==> src/irq_mux_pkg.sv <==
package irq_mux_pkg;

   // ----------------------------------------
   // Register offsets
   // ----------------------------------------
   localparam logic [7:0] ADDR_STICKY_FLAGS    = 8'h2C;
   localparam logic [7:0] ADDR_IRQ_ONE_CONTROL = 8'h30;
   localparam logic [7:0] ADDR_IRQ_TWO_CONTROL = 8'h31;
   localparam logic [7:0] ADDR_RESERVED_A      = 8'h32;
   localparam logic [7:0] ADDR_MULTIPIN_CTRL   = 8'h33;
   localparam logic [7:0] ADDR_RESERVED_B      = 8'h34;

   // ----------------------------------------
   // Field positions
   // ----------------------------------------
   localparam int BIT_EN_HEADSET  = 7;
   localparam int BIT_EN_BUTTON   = 6;
   localparam int BIT_EN_DRC      = 5;
   localparam int BIT_EN_SHORT    = 3;
   localparam int BIT_EN_OVERFLOW = 2;
   localparam int BIT_REPEAT      = 0;
   localparam int BIT_MODE_LSB    = 2;
   localparam int BIT_PIN_IN      = 1;
   localparam int BIT_PIN_OUT     = 0;

   // ----------------------------------------
   // Reset values
   // ----------------------------------------
   localparam logic [7:0] RST_IRQ_CONTROL  = 8'h00;
   localparam logic [1:0] RST_MP_RESERVED  = 2'h0;
   localparam logic [7:0] RST_STICKY_FLAGS = 8'h00;
   localparam logic [7:0] RST_READ_DATA    = 8'h00;

   // ----------------------------------------
   // Multifunction pin modes
   // ----------------------------------------
   typedef enum logic [3:0] {
      MP_DISABLED   = 4'h0,
      MP_INPUT      = 4'h1,
      MP_PLAIN_IN   = 4'h2,
      MP_PLAIN_OUT  = 4'h3,
      MP_CLOCK_OUT  = 4'h4,
      MP_IRQ_ONE    = 4'h5,
      MP_IRQ_TWO    = 4'h6,
      MP_RESERVED   = 4'h7,
      MP_SEC_BCLK   = 4'h8,
      MP_SEC_WCLK   = 4'h9
   } mp_mode_t;

   // ----------------------------------------
   // Timing
   // ----------------------------------------
   localparam int CLK_HZ       = 20_000_000;
   localparam int PULSE_MS     = 2;
   localparam int PERIOD_MS    = 4;
   localparam int PULSE_CYCLES = (CLK_HZ / 1000) * PULSE_MS;
   localparam int GAP_CYCLES   = (CLK_HZ / 1000) * (PERIOD_MS - PULSE_MS);
   localparam int CNT_W        = 24;

endpackage

==> src/pulse_if.sv <==
`timescale 1ns/1ps
interface pulse_if;
   logic trigger;
   logic repeat_mode;
   logic stop;
   logic pulse;

   modport gen (
      input  trigger,
      input  repeat_mode,
      input  stop,
      output pulse
   );
   modport ctl (
      output trigger,
      output repeat_mode,
      output stop,
      input  pulse
   );
endinterface

==> src/irq_pulse_and_multipin_mux.sv <==
`timescale 1ns/1ps
module irq_pulse_and_multipin_mux
   import irq_mux_pkg::*;
#(
   parameter int PULSE_CYC = PULSE_CYCLES,
   parameter int GAP_CYC   = GAP_CYCLES
) (
   // Clock and reset
   input  wire logic       i_clk,
   input  wire logic       i_rst,
   // Register port
   input  wire logic [7:0] i_reg_addr,
   input  wire logic [7:0] i_reg_wdata,
   input  wire logic       i_reg_wr,
   input  wire logic       i_reg_rd,
   output logic      [7:0] o_reg_rdata,
   // Event sources, one-cycle pulses
   input  wire logic       i_ev_short_left,
   input  wire logic       i_ev_short_right,
   input  wire logic       i_ev_button,
   input  wire logic       i_ev_headset,
   input  wire logic       i_ev_drc_left,
   input  wire logic       i_ev_drc_right,
   input  wire logic       i_ev_overflow,
   // Clock sources for the pin
   input  wire logic       i_internal_clock_out,
   input  wire logic       i_sec_bclk,
   input  wire logic       i_sec_wclk,
   // Interrupt outputs
   output logic            o_first_irq_output,
   output logic            o_second_irq_output,
   // Multifunction pin
   input  wire logic       i_multifunction_pin,
   output logic            o_multifunction_pin,
   output logic            o_multifunction_pin_oe,
   output logic            o_multifunction_pin_ibuf_en,
   output logic            o_mfp_sec_input,
   output logic            o_mfp_sec_input_valid
);

   // ----------------------------------------
   // Declarations
   // ----------------------------------------
   logic [7:0] irq_one_ctrl;
   logic [7:0] next_irq_one_ctrl;
   logic [7:0] irq_two_ctrl;
   logic [7:0] next_irq_two_ctrl;
   logic [1:0] mp_reserved;
   logic [1:0] next_mp_reserved;
   mp_mode_t   mp_mode;
   mp_mode_t   next_mp_mode;
   logic       mp_out_val;
   logic       next_mp_out_val;
   logic [7:0] sticky;
   logic [7:0] next_sticky;
   logic [7:0] rdata;
   logic [7:0] next_rdata;
   logic       pin_meta;
   logic       pin_sync;
   logic       pin_out;
   logic       next_pin_out;
   logic       pin_oe;
   logic       next_pin_oe;
   logic       ibuf_en;
   logic       next_ibuf_en;
   logic       sec_in;
   logic       next_sec_in;
   logic       sec_valid;
   logic       next_sec_valid;
   logic [7:0] event_vec;
   logic       flags_read;

   pulse_if pulse_one ();
   pulse_if pulse_two ();

   // Uniform enable decode shared by both interrupt outputs
   function automatic logic irq_fire(input logic [7:0] ctrl, input logic [7:0] ev,
                                     input logic ovf);
      irq_fire = (ctrl[BIT_EN_HEADSET] & ev[4])
               | (ctrl[BIT_EN_BUTTON]  & ev[5])
               | (ctrl[BIT_EN_DRC]     & (ev[3] | ev[2]))
               | (ctrl[BIT_EN_SHORT]   & (ev[7] | ev[6]))
               | (ctrl[BIT_EN_OVERFLOW] & ovf);
   endfunction

   function automatic logic [7:0] pin_reg(input logic [1:0] rsv, input mp_mode_t m,
                                          input logic din, input logic dout);
      pin_reg = {rsv, m, din, dout};
   endfunction

   // ----------------------------------------
   // Register file
   // ----------------------------------------
   assign event_vec  = {i_ev_short_left, i_ev_short_right, i_ev_button, i_ev_headset,
                        i_ev_drc_left, i_ev_drc_right, 2'b00};
   // Any flag read also ends both pulse trains
   assign flags_read = i_reg_rd && (i_reg_addr == ADDR_STICKY_FLAGS);

   always_comb begin
      next_irq_one_ctrl = irq_one_ctrl;
      next_irq_two_ctrl = irq_two_ctrl;
      next_mp_reserved  = mp_reserved;
      next_mp_mode      = mp_mode;
      next_mp_out_val   = mp_out_val;
      next_rdata        = rdata;
      // Set beats the read-clear so a coincident event is kept
      next_sticky = (flags_read ? 8'h00 : sticky) | event_vec;
      if (i_reg_wr) begin
         case (i_reg_addr)
            ADDR_IRQ_ONE_CONTROL: next_irq_one_ctrl = i_reg_wdata;
            ADDR_IRQ_TWO_CONTROL: next_irq_two_ctrl = i_reg_wdata;
            ADDR_MULTIPIN_CTRL: begin
               next_mp_reserved = i_reg_wdata[7:6];
               next_mp_mode     = mp_mode_t'(i_reg_wdata[5:2]);
               next_mp_out_val  = i_reg_wdata[BIT_PIN_OUT];
            end
            default: begin
            end
         endcase
      end
      if (i_reg_rd) begin
         case (i_reg_addr)
            ADDR_STICKY_FLAGS:    next_rdata = sticky;
            ADDR_IRQ_ONE_CONTROL: next_rdata = irq_one_ctrl;
            ADDR_IRQ_TWO_CONTROL: next_rdata = irq_two_ctrl;
            ADDR_MULTIPIN_CTRL:   next_rdata = pin_reg(mp_reserved, mp_mode,
                                                       pin_sync & ibuf_en,
                                                       mp_out_val);
            default:              next_rdata = 8'h00;
         endcase
      end
   end

   always_ff @(posedge i_clk) begin
      if (i_rst) begin
         irq_one_ctrl <= RST_IRQ_CONTROL;
         irq_two_ctrl <= RST_IRQ_CONTROL;
         mp_reserved  <= RST_MP_RESERVED;
         mp_mode      <= MP_DISABLED;
         mp_out_val   <= 1'b0;
         sticky       <= RST_STICKY_FLAGS;
         rdata        <= RST_READ_DATA;
      end else begin
         irq_one_ctrl <= next_irq_one_ctrl;
         irq_two_ctrl <= next_irq_two_ctrl;
         mp_reserved  <= next_mp_reserved;
         mp_mode      <= next_mp_mode;
         mp_out_val   <= next_mp_out_val;
         sticky       <= next_sticky;
         rdata        <= next_rdata;
      end
   end

   assign o_reg_rdata = rdata;

   // ----------------------------------------
   // Interrupt pulse generators
   // ----------------------------------------
   assign pulse_one.trigger     = irq_fire(irq_one_ctrl, event_vec, i_ev_overflow);
   assign pulse_one.repeat_mode = irq_one_ctrl[BIT_REPEAT];
   assign pulse_one.stop        = flags_read;
   assign pulse_two.trigger     = irq_fire(irq_two_ctrl, event_vec, i_ev_overflow);
   assign pulse_two.repeat_mode = irq_two_ctrl[BIT_REPEAT];
   assign pulse_two.stop        = flags_read;

   irq_pulse_gen #(
      .HIGH_CYC (PULSE_CYC),
      .LOW_CYC  (GAP_CYC)
   ) u_pulse_one (
      .i_clk (i_clk),
      .i_rst (i_rst),
      .pg    (pulse_one.gen)
   );

   irq_pulse_gen #(
      .HIGH_CYC (PULSE_CYC),
      .LOW_CYC  (GAP_CYC)
   ) u_pulse_two (
      .i_clk (i_clk),
      .i_rst (i_rst),
      .pg    (pulse_two.gen)
   );

   // Already registered inside the generators
   assign o_first_irq_output  = pulse_one.pulse;
   assign o_second_irq_output = pulse_two.pulse;

   // ----------------------------------------
   // Multifunction pin
   // ----------------------------------------
   // Pin is asynchronous; two flops before any reader
   always_ff @(posedge i_clk) begin
      if (i_rst) begin
         pin_meta <= 1'b0;
         pin_sync <= 1'b0;
      end else begin
         pin_meta <= i_multifunction_pin;
         pin_sync <= pin_meta;
      end
   end

   // One flop of latency on every pin output, clocks included
   always_comb begin
      next_pin_out   = 1'b0;
      next_pin_oe    = 1'b0;
      next_ibuf_en   = 1'b0;
      next_sec_in    = 1'b0;
      next_sec_valid = 1'b0;
      // Code seven and codes ten to fifteen fall into the default branch
      case (mp_mode)
         MP_DISABLED: begin
            next_pin_oe  = 1'b0;
            next_ibuf_en = 1'b0;
         end
         MP_INPUT: begin
            next_ibuf_en   = 1'b1;
            next_sec_in    = pin_sync;
            next_sec_valid = 1'b1;
         end
         MP_PLAIN_IN: begin
            next_ibuf_en = 1'b1;
         end
         MP_PLAIN_OUT: begin
            next_pin_oe  = 1'b1;
            next_pin_out = mp_out_val;
            next_ibuf_en = 1'b1;
         end
         MP_CLOCK_OUT: begin
            next_pin_oe  = 1'b1;
            next_pin_out = i_internal_clock_out;
            next_ibuf_en = 1'b1;
         end
         MP_IRQ_ONE: begin
            next_pin_oe  = 1'b1;
            next_pin_out = pulse_one.pulse;
            next_ibuf_en = 1'b1;
         end
         MP_IRQ_TWO: begin
            next_pin_oe  = 1'b1;
            next_pin_out = pulse_two.pulse;
            next_ibuf_en = 1'b1;
         end
         MP_SEC_BCLK: begin
            next_pin_oe  = 1'b1;
            next_pin_out = i_sec_bclk;
            next_ibuf_en = 1'b1;
         end
         MP_SEC_WCLK: begin
            next_pin_oe  = 1'b1;
            next_pin_out = i_sec_wclk;
            next_ibuf_en = 1'b1;
         end
         default: begin
            // Reserved code behaves as disabled
            next_pin_oe  = 1'b0;
         end
      endcase
   end

   always_ff @(posedge i_clk) begin
      if (i_rst) begin
         pin_out   <= 1'b0;
         pin_oe    <= 1'b0;
         ibuf_en   <= 1'b0;
         sec_in    <= 1'b0;
         sec_valid <= 1'b0;
      end else begin
         pin_out   <= next_pin_out;
         pin_oe    <= next_pin_oe;
         ibuf_en   <= next_ibuf_en;
         sec_in    <= next_sec_in;
         sec_valid <= next_sec_valid;
      end
   end

   assign o_multifunction_pin         = pin_out;
   assign o_multifunction_pin_oe      = pin_oe;
   assign o_multifunction_pin_ibuf_en = ibuf_en;
   assign o_mfp_sec_input             = sec_in;
   assign o_mfp_sec_input_valid       = sec_valid;

endmodule

==> src/irq_pulse_gen.sv <==
`timescale 1ns/1ps
module irq_pulse_gen
   import irq_mux_pkg::*;
#(
   parameter int HIGH_CYC = PULSE_CYCLES,
   parameter int LOW_CYC  = GAP_CYCLES
) (
   // Clock and reset
   input  wire logic i_clk,
   input  wire logic i_rst,
   // Control
   pulse_if.gen      pg
);

   typedef enum logic [1:0] {
      ST_IDLE = 2'b00,
      ST_HIGH = 2'b01,
      ST_LOW  = 2'b10
   } pg_state_t;

   localparam logic [CNT_W-1:0] HIGH_LAST = CNT_W'(HIGH_CYC - 1);
   localparam logic [CNT_W-1:0] LOW_LAST  = CNT_W'(LOW_CYC - 1);

   pg_state_t        state;
   pg_state_t        next_state;
   logic [CNT_W-1:0] cnt;
   logic [CNT_W-1:0] next_cnt;
   logic             stopped;
   logic             next_stopped;
   logic             pulse;
   logic             next_pulse;

   // ----------------------------------------
   // Pulse sequencer
   // ----------------------------------------
   always_comb begin
      next_state   = state;
      next_cnt     = cnt + CNT_W'(1);
      // A recurring event re-arms the train even after a flag read
      next_stopped = pg.trigger ? 1'b0 : (stopped | pg.stop);
      case (state)
         ST_IDLE: begin
            next_cnt = '0;
            if (pg.trigger) begin
               next_state = ST_HIGH;
            end
         end
         ST_HIGH: begin
            if (cnt == HIGH_LAST) begin
               next_cnt = '0;
               if (pg.repeat_mode && !next_stopped) begin
                  next_state = ST_LOW;
               end else begin
                  next_state = ST_IDLE;
               end
            end
         end
         ST_LOW: begin
            if (next_stopped) begin
               next_state = ST_IDLE;
               next_cnt   = '0;
            end else if (cnt == LOW_LAST) begin
               next_state = ST_HIGH;
               next_cnt   = '0;
            end
         end
         default: begin
            next_state = ST_IDLE;
            next_cnt   = '0;
         end
      endcase
      next_pulse = (next_state == ST_HIGH);
   end

   always_ff @(posedge i_clk) begin
      if (i_rst) begin
         state   <= ST_IDLE;
         cnt     <= '0;
         stopped <= 1'b0;
         pulse   <= 1'b0;
      end else begin
         state   <= next_state;
         cnt     <= next_cnt;
         stopped <= next_stopped;
         pulse   <= next_pulse;
      end
   end

   assign pg.pulse = pulse;

endmodule

==> config.mk <==
export PLATFORM = sky130hd
export DESIGN_NAME = irq_pulse_and_multipin_mux
export DESIGN_NICKNAME = d
export VERILOG_FILES = /design/src/irq_mux_pkg.sv /design/src/pulse_if.sv /design/src/irq_pulse_and_multipin_mux.sv /design/src/irq_pulse_gen.sv
export SDC_FILE = /design/constraint.sdc
export NUM_CORES = 1
export LEC_CHECK = 0
export BUFFER_PORTS_ARGS = -buffer_cell sky130_fd_sc_hd__buf_2
export CAP_MARGIN = 20
export CORE_ASPECT_RATIO = 0.5
export CORE_MARGIN = 1.5
export CORE_UTILIZATION = 45
export CTS_CLUSTER_SIZE = 28
export DETAILED_ROUTE_END_ITERATION = 10
export MAX_ROUTING_LAYER = met4
export PLACE_DENSITY = 0.72
export SLEW_MARGIN = 40
export SYNTH_ARGS = -nofsm -noshare
export SYNTH_HDL_FRONTEND = slang
export SYNTH_SLANG_ARGS = --single-unit
==> constraint.sdc <==
create_clock -name i_clk -period 4.8 [get_ports i_clk]
set_input_delay 0.96 -clock i_clk [delete_from_list [all_inputs] [get_ports i_clk]]
set_output_delay 0.96 -clock i_clk [all_outputs]
set_load 0.005 [all_outputs]
==> results.toml, run 1 <==
[final_layout]
antennaDiodeCount = 0
num-fill-cells = 902
drive_gt1_frac = 0.138
multi_input_area_um2 = 2290
seqCellArea_um2 = 2000
nets = 594
syn_to_final_growth_pct = 14.3

[power_and_ir_drop]
power.leakage_nw = 1.77
switching_share = 0.196
fin_total_pwr_w = 0.00165
power_frac_clock = 0.471
pwr-share-comb = 0.023
powerDensity_nw_per_um2 = 327
switchingPower_w = 0.000325
peakVddDrop_mv = 0.192
seq_power_share = 0.506
p_int_w = 0.00133

[yosys]
syn_avg_cell_area_um2 = 8.53
synth_compound_area_frac = 0.126
synth_fp_nets = 561
synth-simple-area-share = 0.271
yosys.cell_count.top_type = "dfxtp_1"
seq_area_frac_synth = 0.451
synth_fa_ha_area_frac = 0.0282
synthTopCellsByCount = "dfxtp_1, nor2_1, nand2_1, nand3_1, a21oi_1"
synth_top_area_cell = "dfxtp_1"
synth_flop_cell = "dfxtp_1"
ys_ff_latch = 100
synth_top_family_by_area = "simple AND/OR/NAND/NOR gates"
synth_edf_count = 0
async_reset_ff_frac = 0
postSynthCellCount = 520
syn-cell-area_um2 = 4430
synthTopCellsByArea = "dfxtp_1, nor2_1, nand3_1"
synth-xor-area-share = 0.0869
synth.distinct_cells = 57
yosys_warnings = 0
yosysTopAreaCellShare = 0.451
muxShareOfSynthArea = 0.00480

[global_route]
grt_pass1_wl_um = 15500
overflow = 0
antenna_found_initial = 0
grt_max_degree = 46
grt_pass1_vias = 3376
grt_usage = 0.192

[cts]
clk_pin_slew_ps = 70
cts.htree.levels = 3
cts_setup_buffers = 0
cts_tree = "done"
clkSinkCount = 100
postCtsResizedCells = 0
clk_latency_ps = 340
cts_buffer_depth = 2
root_buffer = "clkbuf_16"
cts_hold_buf = 0
numCtsBuffers = 9

[timing]
fin_setup_tns_ps = 0
drv_slew = 0
rsz0062_at_grt = "no"
fmax_ghz = 0.376
fin_skew_ps = 11.0
worst_pin_slew_ps = 707
hold_viol = 0
finalCriticalPeriod_ps = 2660
setup_violations = 0
max_slew_margin = 0.525
fin_crit_sh = 0.554
timing.hold.ws_ps = 435

[worst_setup_path]
path_class = "primary input to flip-flop"
r2r_start = "u_pulse_one.cnt[0]"
cp_max_fo = 24
critPathLaunchType = "primary input"
worstPathArrival_ps = 2870
reg2reg_depth = 6
end_kind = "flip-flop"
required_ps = 5000
crit_path_start = "i_reg_addr[7]"

[die]
fp.dieH_um = 73.2
core_area_um2 = 9510
die_area_um2 = 10500
die_w_um = 143
floorplan.initialDensity = 0.466
rows = 25
io_pins = 46

[routing]
ant_nets = 0
drt_wl_total_um = 9360
num_vias = 3691
remaining_drc_errors = 0
drt_iter0_drc = 260
routed_via_density = 5.33
detail_route.wl_per_cell_um = 13.5
first_pass_iters = 5

[min_path]
holdPathStages = 1
hold_class = "flip-flop to flip-flop"
worstHoldStart = "pin_meta"

[place]
hpwl_um = 6560
port_buffers = 45
gp_congestion = 0.819

[job]
drv_cap = 0

[outcome]
status = "complete, no violations"
==> area by class of cell <==
| type | instances | share of cell area |
|---|---|---|
| clock buffers | 11 | 0.0499 |
| flip-flops and latches | 100 | 0.395 |
| multi-input cells | 384 | 0.452 |
| repair buffers | 46 | 0.0464 |
| clock inverters | 4 | 0.0143 |
| well taps | 135 | 0.0333 |
| inverters | 12 | 0.00889 |
==> cells by family (layout without fill, tap and decap cells) <==
family / after synthesis / in the layout
AOI/OAI and AO/OA: 84 / 84
xor gates and xnor gates: 44 / 44
adders and majority gates: 10 / 10
buffers and inverters: 36 / 73
DFF: 100 / 100
muxes: 2 / 2
and+or+nand+nor: 244 / 244
==> critical path, cell delays in order <==
cell	delay [ps]
buf_2	100
or4_4	540
nor3_2	280
o21ai_1	160
a21oi_1	220
or4b_2	480
nor2_1	100
==> layer usage <==
metal,up-vias,GRT usage,part of all wire
met1,1707,0.236,0.48
met3,11,0.0440,0.048
met5,-,-,0
met4,0,0.0612,0.012
li1,1882,-,-
met2,91,0.318,0.46
==> stage by stage <==
| step | util | setup WS, ps | cells | instance area [um^2] |
|---|---|---|---|---|
| after floorplan | - | 2170 | 520 | 4430 |
| after global placement | 0.498 | 1850 | 677 | 4740 |
| after detailed placement | 0.498 | 1800 | 677 | 4740 |
| after CTS | 0.533 | 2150 | 692 | 5060 |
| after global routing | 0.533 | 1980 | 692 | 5070 |
| final | 0.533 | 2140 | 692 | 5070 |
==> cell usage in the layout, fill, tap and decap left out, types with 2 or more instances in the layout <==
cell type	count
bufinv_16	2
nand2_1	57
buf_2	44
nor3_1	7
o21ai_0	9
nor2b_1	4
xnor2_1	19
nor4_1	6
o21a_1	2
dfxtp_1	100
clkbuf_8	2
and2_1	4
nand2b_1	2
ha_1	10
nor2_1	75
a31oi_1	3
and3_1	10
or3_1	5
nor3_2	2
xor2_1	25
or4b_2	2
buf_4	2
nor4b_1	3
inv_1	12
nand4_1	7
clkbuf_16	9
a222oi_1	9
a21oi_1	42
a21o_1	6
nand3_1	46
==> power by group through the flow <==
stage	Combinational, W	Sequential (W)	Clock [W]
floorplan	0.0000170	0.000855	0
global placement	0.0000364	0.000856	0
detailed placement	0.0000369	0.000856	0
CTS	0.0000371	0.000837	0.000795
global route	0.0000414	0.000837	0.000828
finish	0.0000379	0.000837	0.000780
==> path summary, 6_finish.rpt <==
kind / end / slack (ps)
worst max register to register: u_pulse_one.cnt[12] / 2480
worst min-delay path: pin_sync / 440
worst max-delay path: u_pulse_one.cnt[18] / 2140
worst min register to register: pin_sync / 440
==> flip-flops by register name (all words and copies together) (netlist names), 4 cells and up <==
name and cells:
irq_one_ctrl 8, u_pulse_two.cnt 24, sticky 6, u_pulse_one.cnt 24
mp_mode 4, irq_two_ctrl 8, o_reg_rdata 8
(Power assumes the default switching activity.)
==> run 2: changes to the inputs <==
Settings changed: PLACE_DENSITY 0.72 to 0.74.
Clock period 4.8 ns to 2.32 ns, I/O delays scaled along.
==> run 2 against run 1 <==
  * Register-to-register slack got worse by 2300 ps
  * Flip-flop and latch count did not move
  * Sequential power rose by 110%
  * Wire length fell by 2.4%
  * Clock power rose by 110%
  * Final area rose by 3.0%
  * Utilization rose by 1.6 points
  * Sequential share of layout area fell by 1.1 points
  * Critical path depth fell by 1
  * Clock-buffer cell count did not move
  * Final cell count rose by 2.3%
==> results.toml, run 2 (same netlist as run 1, synthesis figures left out) <==
[global_route]
grt_pass1_wl_um = 15300
grt_pass1_vias = 3359
overflow = 0
grt_usage = 0.190
grt_max_degree = 33
antenna_found_initial = 0

[routing]
ant_nets = 0
remaining_drc_errors = 0
detail_route.wl_per_cell_um = 12.9
drt_iter0_drc = 251
routed_via_density = 5.29
drt_wl_total_um = 9130
num_vias = 3744
first_pass_iters = 5

[outcome]
status = "complete, no violations"

[power_and_ir_drop]
switchingPower_w = 0.000699
powerDensity_nw_per_um2 = 664
power.leakage_nw = 1.88
p_int_w = 0.00277
seq_power_share = 0.500
switching_share = 0.202
pwr-share-comb = 0.024
power_frac_clock = 0.476
peakVddDrop_mv = 0.338

[worst_setup_path]
crit_path_cell_trace = "or4_1 -> or3_4 -> nor3_4 -> a211oi_2 -> a2111oi_4 -> and2_1"
end_kind = "flip-flop"
cp_max_fo = 5
required_ps = 2610
r2r_slack_ps = 190
path_class = "flip-flop to flip-flop"
critPathSlowestCell = "or4_1"
critPathLaunchType = "flip-flop"
worstPathArrival_ps = 2420
critPathMaxStageDelay_ps = 540

[timing]
finalWorstSetupSlack_ps = 191
rsz0062_at_grt = "no"
max_slew_margin = 0.696
fmax_ghz = 0.470
hold_viol = 0
fin_skew_ps = 9.05
drv_slew = 0
finalCriticalPeriod_ps = 2130
worst_pin_slew_ps = 455
setup_violations = 0
fin_setup_tns_ps = 0
fin_crit_sh = 0.918

[die]
core_area_um2 = 9510
die_area_um2 = 10500
floorplan.initialDensity = 0.466
die_w_um = 143
rows = 25
fp.dieH_um = 73.2
io_pins = 46

[cts]
cts_buffer_depth = 2
cts_tree = "done"
numCtsBuffers = 9
cts.htree.levels = 3
clk_latency_ps = 350
clkSinkCount = 100
root_buffer = "clkbuf_16"
clk_pin_slew_ps = 70

[final_layout]
final_cell_mix = "dfxtp_1, nor2_1, nand2_1, nand3_1, buf_2"
post-route-util = 0.549
syn_to_final_growth_pct = 17.7
final_common_cell = "dfxtp_1"
drive_gt1_frac = 0.162
num-fill-cells = 865
nets = 609
reg.largest.list = "u_pulse_one.cnt x24, u_pulse_two.cnt x24"
antennaDiodeCount = 0

[place]
port_buffers = 45
gp_congestion = 0.839
hpwl_um = 6600
pre_cts_ws_ps = 61.0

[min_path]
hold_class = "primary input to flip-flop"

[job]
drv_cap = 0
[run 2: cell types whose count changed in the layout (fill, tap and decap cells not counted)]
cell and delta:
buf_2 +1, buf_12 +2, clkinvlp_4 -1, buf_4 +12, clkinv_4 +1, nor3_2 -1, inv_6 +1, nor3_4 +1
[run 2: per-layer routing]
layer,GRT usage,routed length [um]
met4,0.0658,116
met2,0.313,4300
met5,-,0
met1,0.231,4230
met3,0.0459,479
[run 2: final timing paths]
kind         cells after the start                start                    to
max                              6  u_pulse_one.cnt[18]  u_pulse_one.pg.pulse
max reg2reg                      6  u_pulse_one.cnt[18]  u_pulse_one.pg.pulse
min reg2reg                      1       o_reg_rdata[6]        o_reg_rdata[6]
min                              2  i_multifunction_pin              pin_meta
[run 2: metrics by stage]
stage | cell area, um^2 | total power, W | instances | hold WS (ps)
after global placement | 4880 | 0.00185 | 692 | 428
after CTS | 5210 | 0.00349 | 708 | 339
final | 5220 | 0.00346 | 708 | 341
after global routing | 5220 | 0.00357 | 708 | 347
after detailed placement | 4880 | 0.00185 | 692 | 430
after floorplan | 4430 | 0.00180 | 520 | 414
[run 2: final cells by class]
cell class              instances  area (um^2)  share of cell area
multi-input cells             384         2300               0.440
well taps                     135          169              0.0324
flip-flops and latches        100         2000               0.384
clock inverters                 5         82.6              0.0158
repair buffers                 61          370              0.0710
clock buffers                  11          253              0.0484
inverters                      12         45.0             0.00863
[run 2: worst max-delay path: cells and delay by family, from the launching register on]
family,cells,cell delay [ps]
AOI/OAI and AO/OA,2,430
DFF,1,350
and+or+nand+nor,4,1290
[run 2: repair_timing]
item | in CTS | in global routing
setup buffers | 0 | 0
hold buffers | 0 | 0
resized for setup | 0 | 1
setup endpoints to repair | 0 | 1
[run 2: power by group through the flow]
stage / clock, W / combinational (W) / sequential (W)
2_1_floorplan: 0 / 0.0000353 / 0.00177
3_3_place_gp: 0 / 0.0000804 / 0.00177
3_5_place_dp: 0 / 0.0000806 / 0.00177
4_1_cts: 0.00167 / 0.0000808 / 0.00173
5_1_grt: 0.00175 / 0.0000900 / 0.00173
6_report: 0.00165 / 0.0000821 / 0.00173
==> run 3: changes to the inputs <==
Settings changed: CORE_ASPECT_RATIO 0.5 to 1.4.
==> run 3 against run 2 <==
  * Sequential share of layout area grew 0.26 points
  * Wire length is 6.8% higher
  * Fmax down 0.29%
  * Final cell count down 0.42%
  * Total power shrank 3.8%
  * Final area down 0.67%
  * Flip-flop and latch count is the same
  * Largest power group unchanged
  * Highest routed layer unchanged
==> results.toml, run 3 (same netlist as run 1, synthesis figures left out) <==
[power_and_ir_drop]
powerDensity_nw_per_um2 = 643
fin_total_pwr_w = 0.00333
power.leakage_nw = 1.87
peakVddDrop_mv = 0.304

[final_layout]
antennaDiodeCount = 0
post-route-util = 0.545
final_common_cell = "dfxtp_1"
num-fill-cells = 872
nets = 609
seqCellArea_um2 = 2000
reg.largest.list = "u_pulse_one.cnt x24, u_pulse_two.cnt x24"
finalInstanceArea_um2 = 5180
drive_gt1_frac = 0.162
final_cell_mix = "dfxtp_1, nor2_1, nand2_1, nand3_1, buf_2"
syn_to_final_growth_pct = 16.9
multi_input_area_um2 = 2300

[worst_setup_path]
critPathSlowestCell = "or4b_2"
end_kind = "flip-flop"
r2r_slack_ps = 180
r2r_start = "u_pulse_one.cnt[0]"
crit_end = "u_pulse_one.cnt[6]"
required_ps = 2600
rr_endpoint = "u_pulse_one.cnt[6]"
cp_max_fo = 24
crit_path_start = "u_pulse_one.cnt[0]"
path_class = "flip-flop to flip-flop"
critPathLaunchType = "flip-flop"
critPathMaxStageDelay_ps = 690
crit_path_cell_trace = "ha_1 -> and3_1 -> nand3_1 -> nor3_4 -> or4b_2 -> buf_12 -> nor2_1"
worstPathArrival_ps = 2420
reg2reg_depth = 7

[timing]
finalCriticalPeriod_ps = 2140
fmax_ghz = 0.468
max_slew_margin = 0.631
drv_slew = 0
finalWorstSetupSlack_ps = 185
fin_skew_ps = 9.99
hold_viol = 0
worst_pin_slew_ps = 554
setup_violations = 0
fin_crit_sh = 0.920
fin_setup_tns_ps = 0
rsz0062_at_grt = "no"

[global_route]
overflow = 0
grt_pass1_wl_um = 16000
grt_usage = 0.200
grt_pass1_vias = 3712
antenna_found_initial = 0
grt_max_degree = 29

[cts]
cts_buffer_depth = 2
root_buffer = "clkbuf_16"
clk_pin_slew_ps = 70
cts_tree = "done"
cts.htree.levels = 3
clkSinkCount = 100
clk_latency_ps = 350
numCtsBuffers = 9

[die]
fp.dieH_um = 120
die_w_um = 86.9
rows = 42
core_area_um2 = 9510
die_area_um2 = 10500
floorplan.initialDensity = 0.466
io_pins = 46

[routing]
drt_wl_total_um = 9750
drt_iter0_drc = 154
first_pass_iters = 5
routed_via_density = 5.47
ant_nets = 0
num_vias = 3854
detail_route.wl_per_cell_um = 13.8
remaining_drc_errors = 0

[place]
placed_area_um2 = 4870
port_buffers = 45
gp_congestion = 0.875
hpwl_um = 7230
pre_cts_ws_ps = 88.9

[outcome]
status = "complete, no violations"

[job]
drv_cap = 0

[min_path]
hold_class = "primary input to flip-flop"
run 3: worst min path at each step:
stage,to,startpoint,slack (ps),cells after the start
floorplan,pin_sync,pin_meta,410,1
global placement,pin_sync,pin_meta,420,1
detailed placement,o_reg_rdata[7],o_reg_rdata[7],430,1
CTS,pin_meta,i_multifunction_pin,320,2
global route,pin_meta,i_multifunction_pin,320,2
finish,pin_meta,i_multifunction_pin,320,2
run 3: critical path, delay by kind of cell (launching register included):
kind | cells | cell delay (ps)
simple gates | 5 | 1310
flops | 1 | 330
fa+ha+maj | 1 | 240
buf+inv | 1 | 190
run 3: final cells by class:
| class | count | area share |
|---|---|---|
| sequential | 100 | 0.386 |
| inverter | 12 | 0.00869 |
| tap | 132 | 0.0319 |
| timing repair buffer | 61 | 0.0714 |
| multi-input combinational | 384 | 0.443 |
| clock buffer | 9 | 0.0434 |
| clock inverter | 7 | 0.0152 |
run 3: repair_timing:
| action | in CTS | in global routing |
|---|---|---|
| buffers inserted | 0 | 0 |
| hold buffers | 0 | 0 |
| setup endpoints to repair | 0 | 1 |
| resized for setup | 0 | 1 |
run 3: report_power, final:
group / total (W) / internal (W) / leakage, nW / switching [W]
combinational: 0.0000822 / 0.0000326 / 0.910 / 0.0000497
sequential: 0.00173 / 0.00173 / 0.807 / 0.00000588
clock: 0.00152 / 0.000851 / 0.151 / 0.000668
run 3: layer usage:
metal  share of wire  GRT usage
met5               0          -
met4           0.040      0.119
met3           0.047     0.0341
met2            0.52      0.358
met1            0.39      0.199
run 3: stage by stage:
| stage | instances | hold WS [ps] |
|---|---|---|
| 2_1_floorplan | 520 | 414 |
| 3_3_place_gp | 689 | 419 |
| 3_5_place_dp | 689 | 435 |
| 4_1_cts | 705 | 316 |
| 5_1_grt | 705 | 322 |
| 6_report | 705 | 323 |
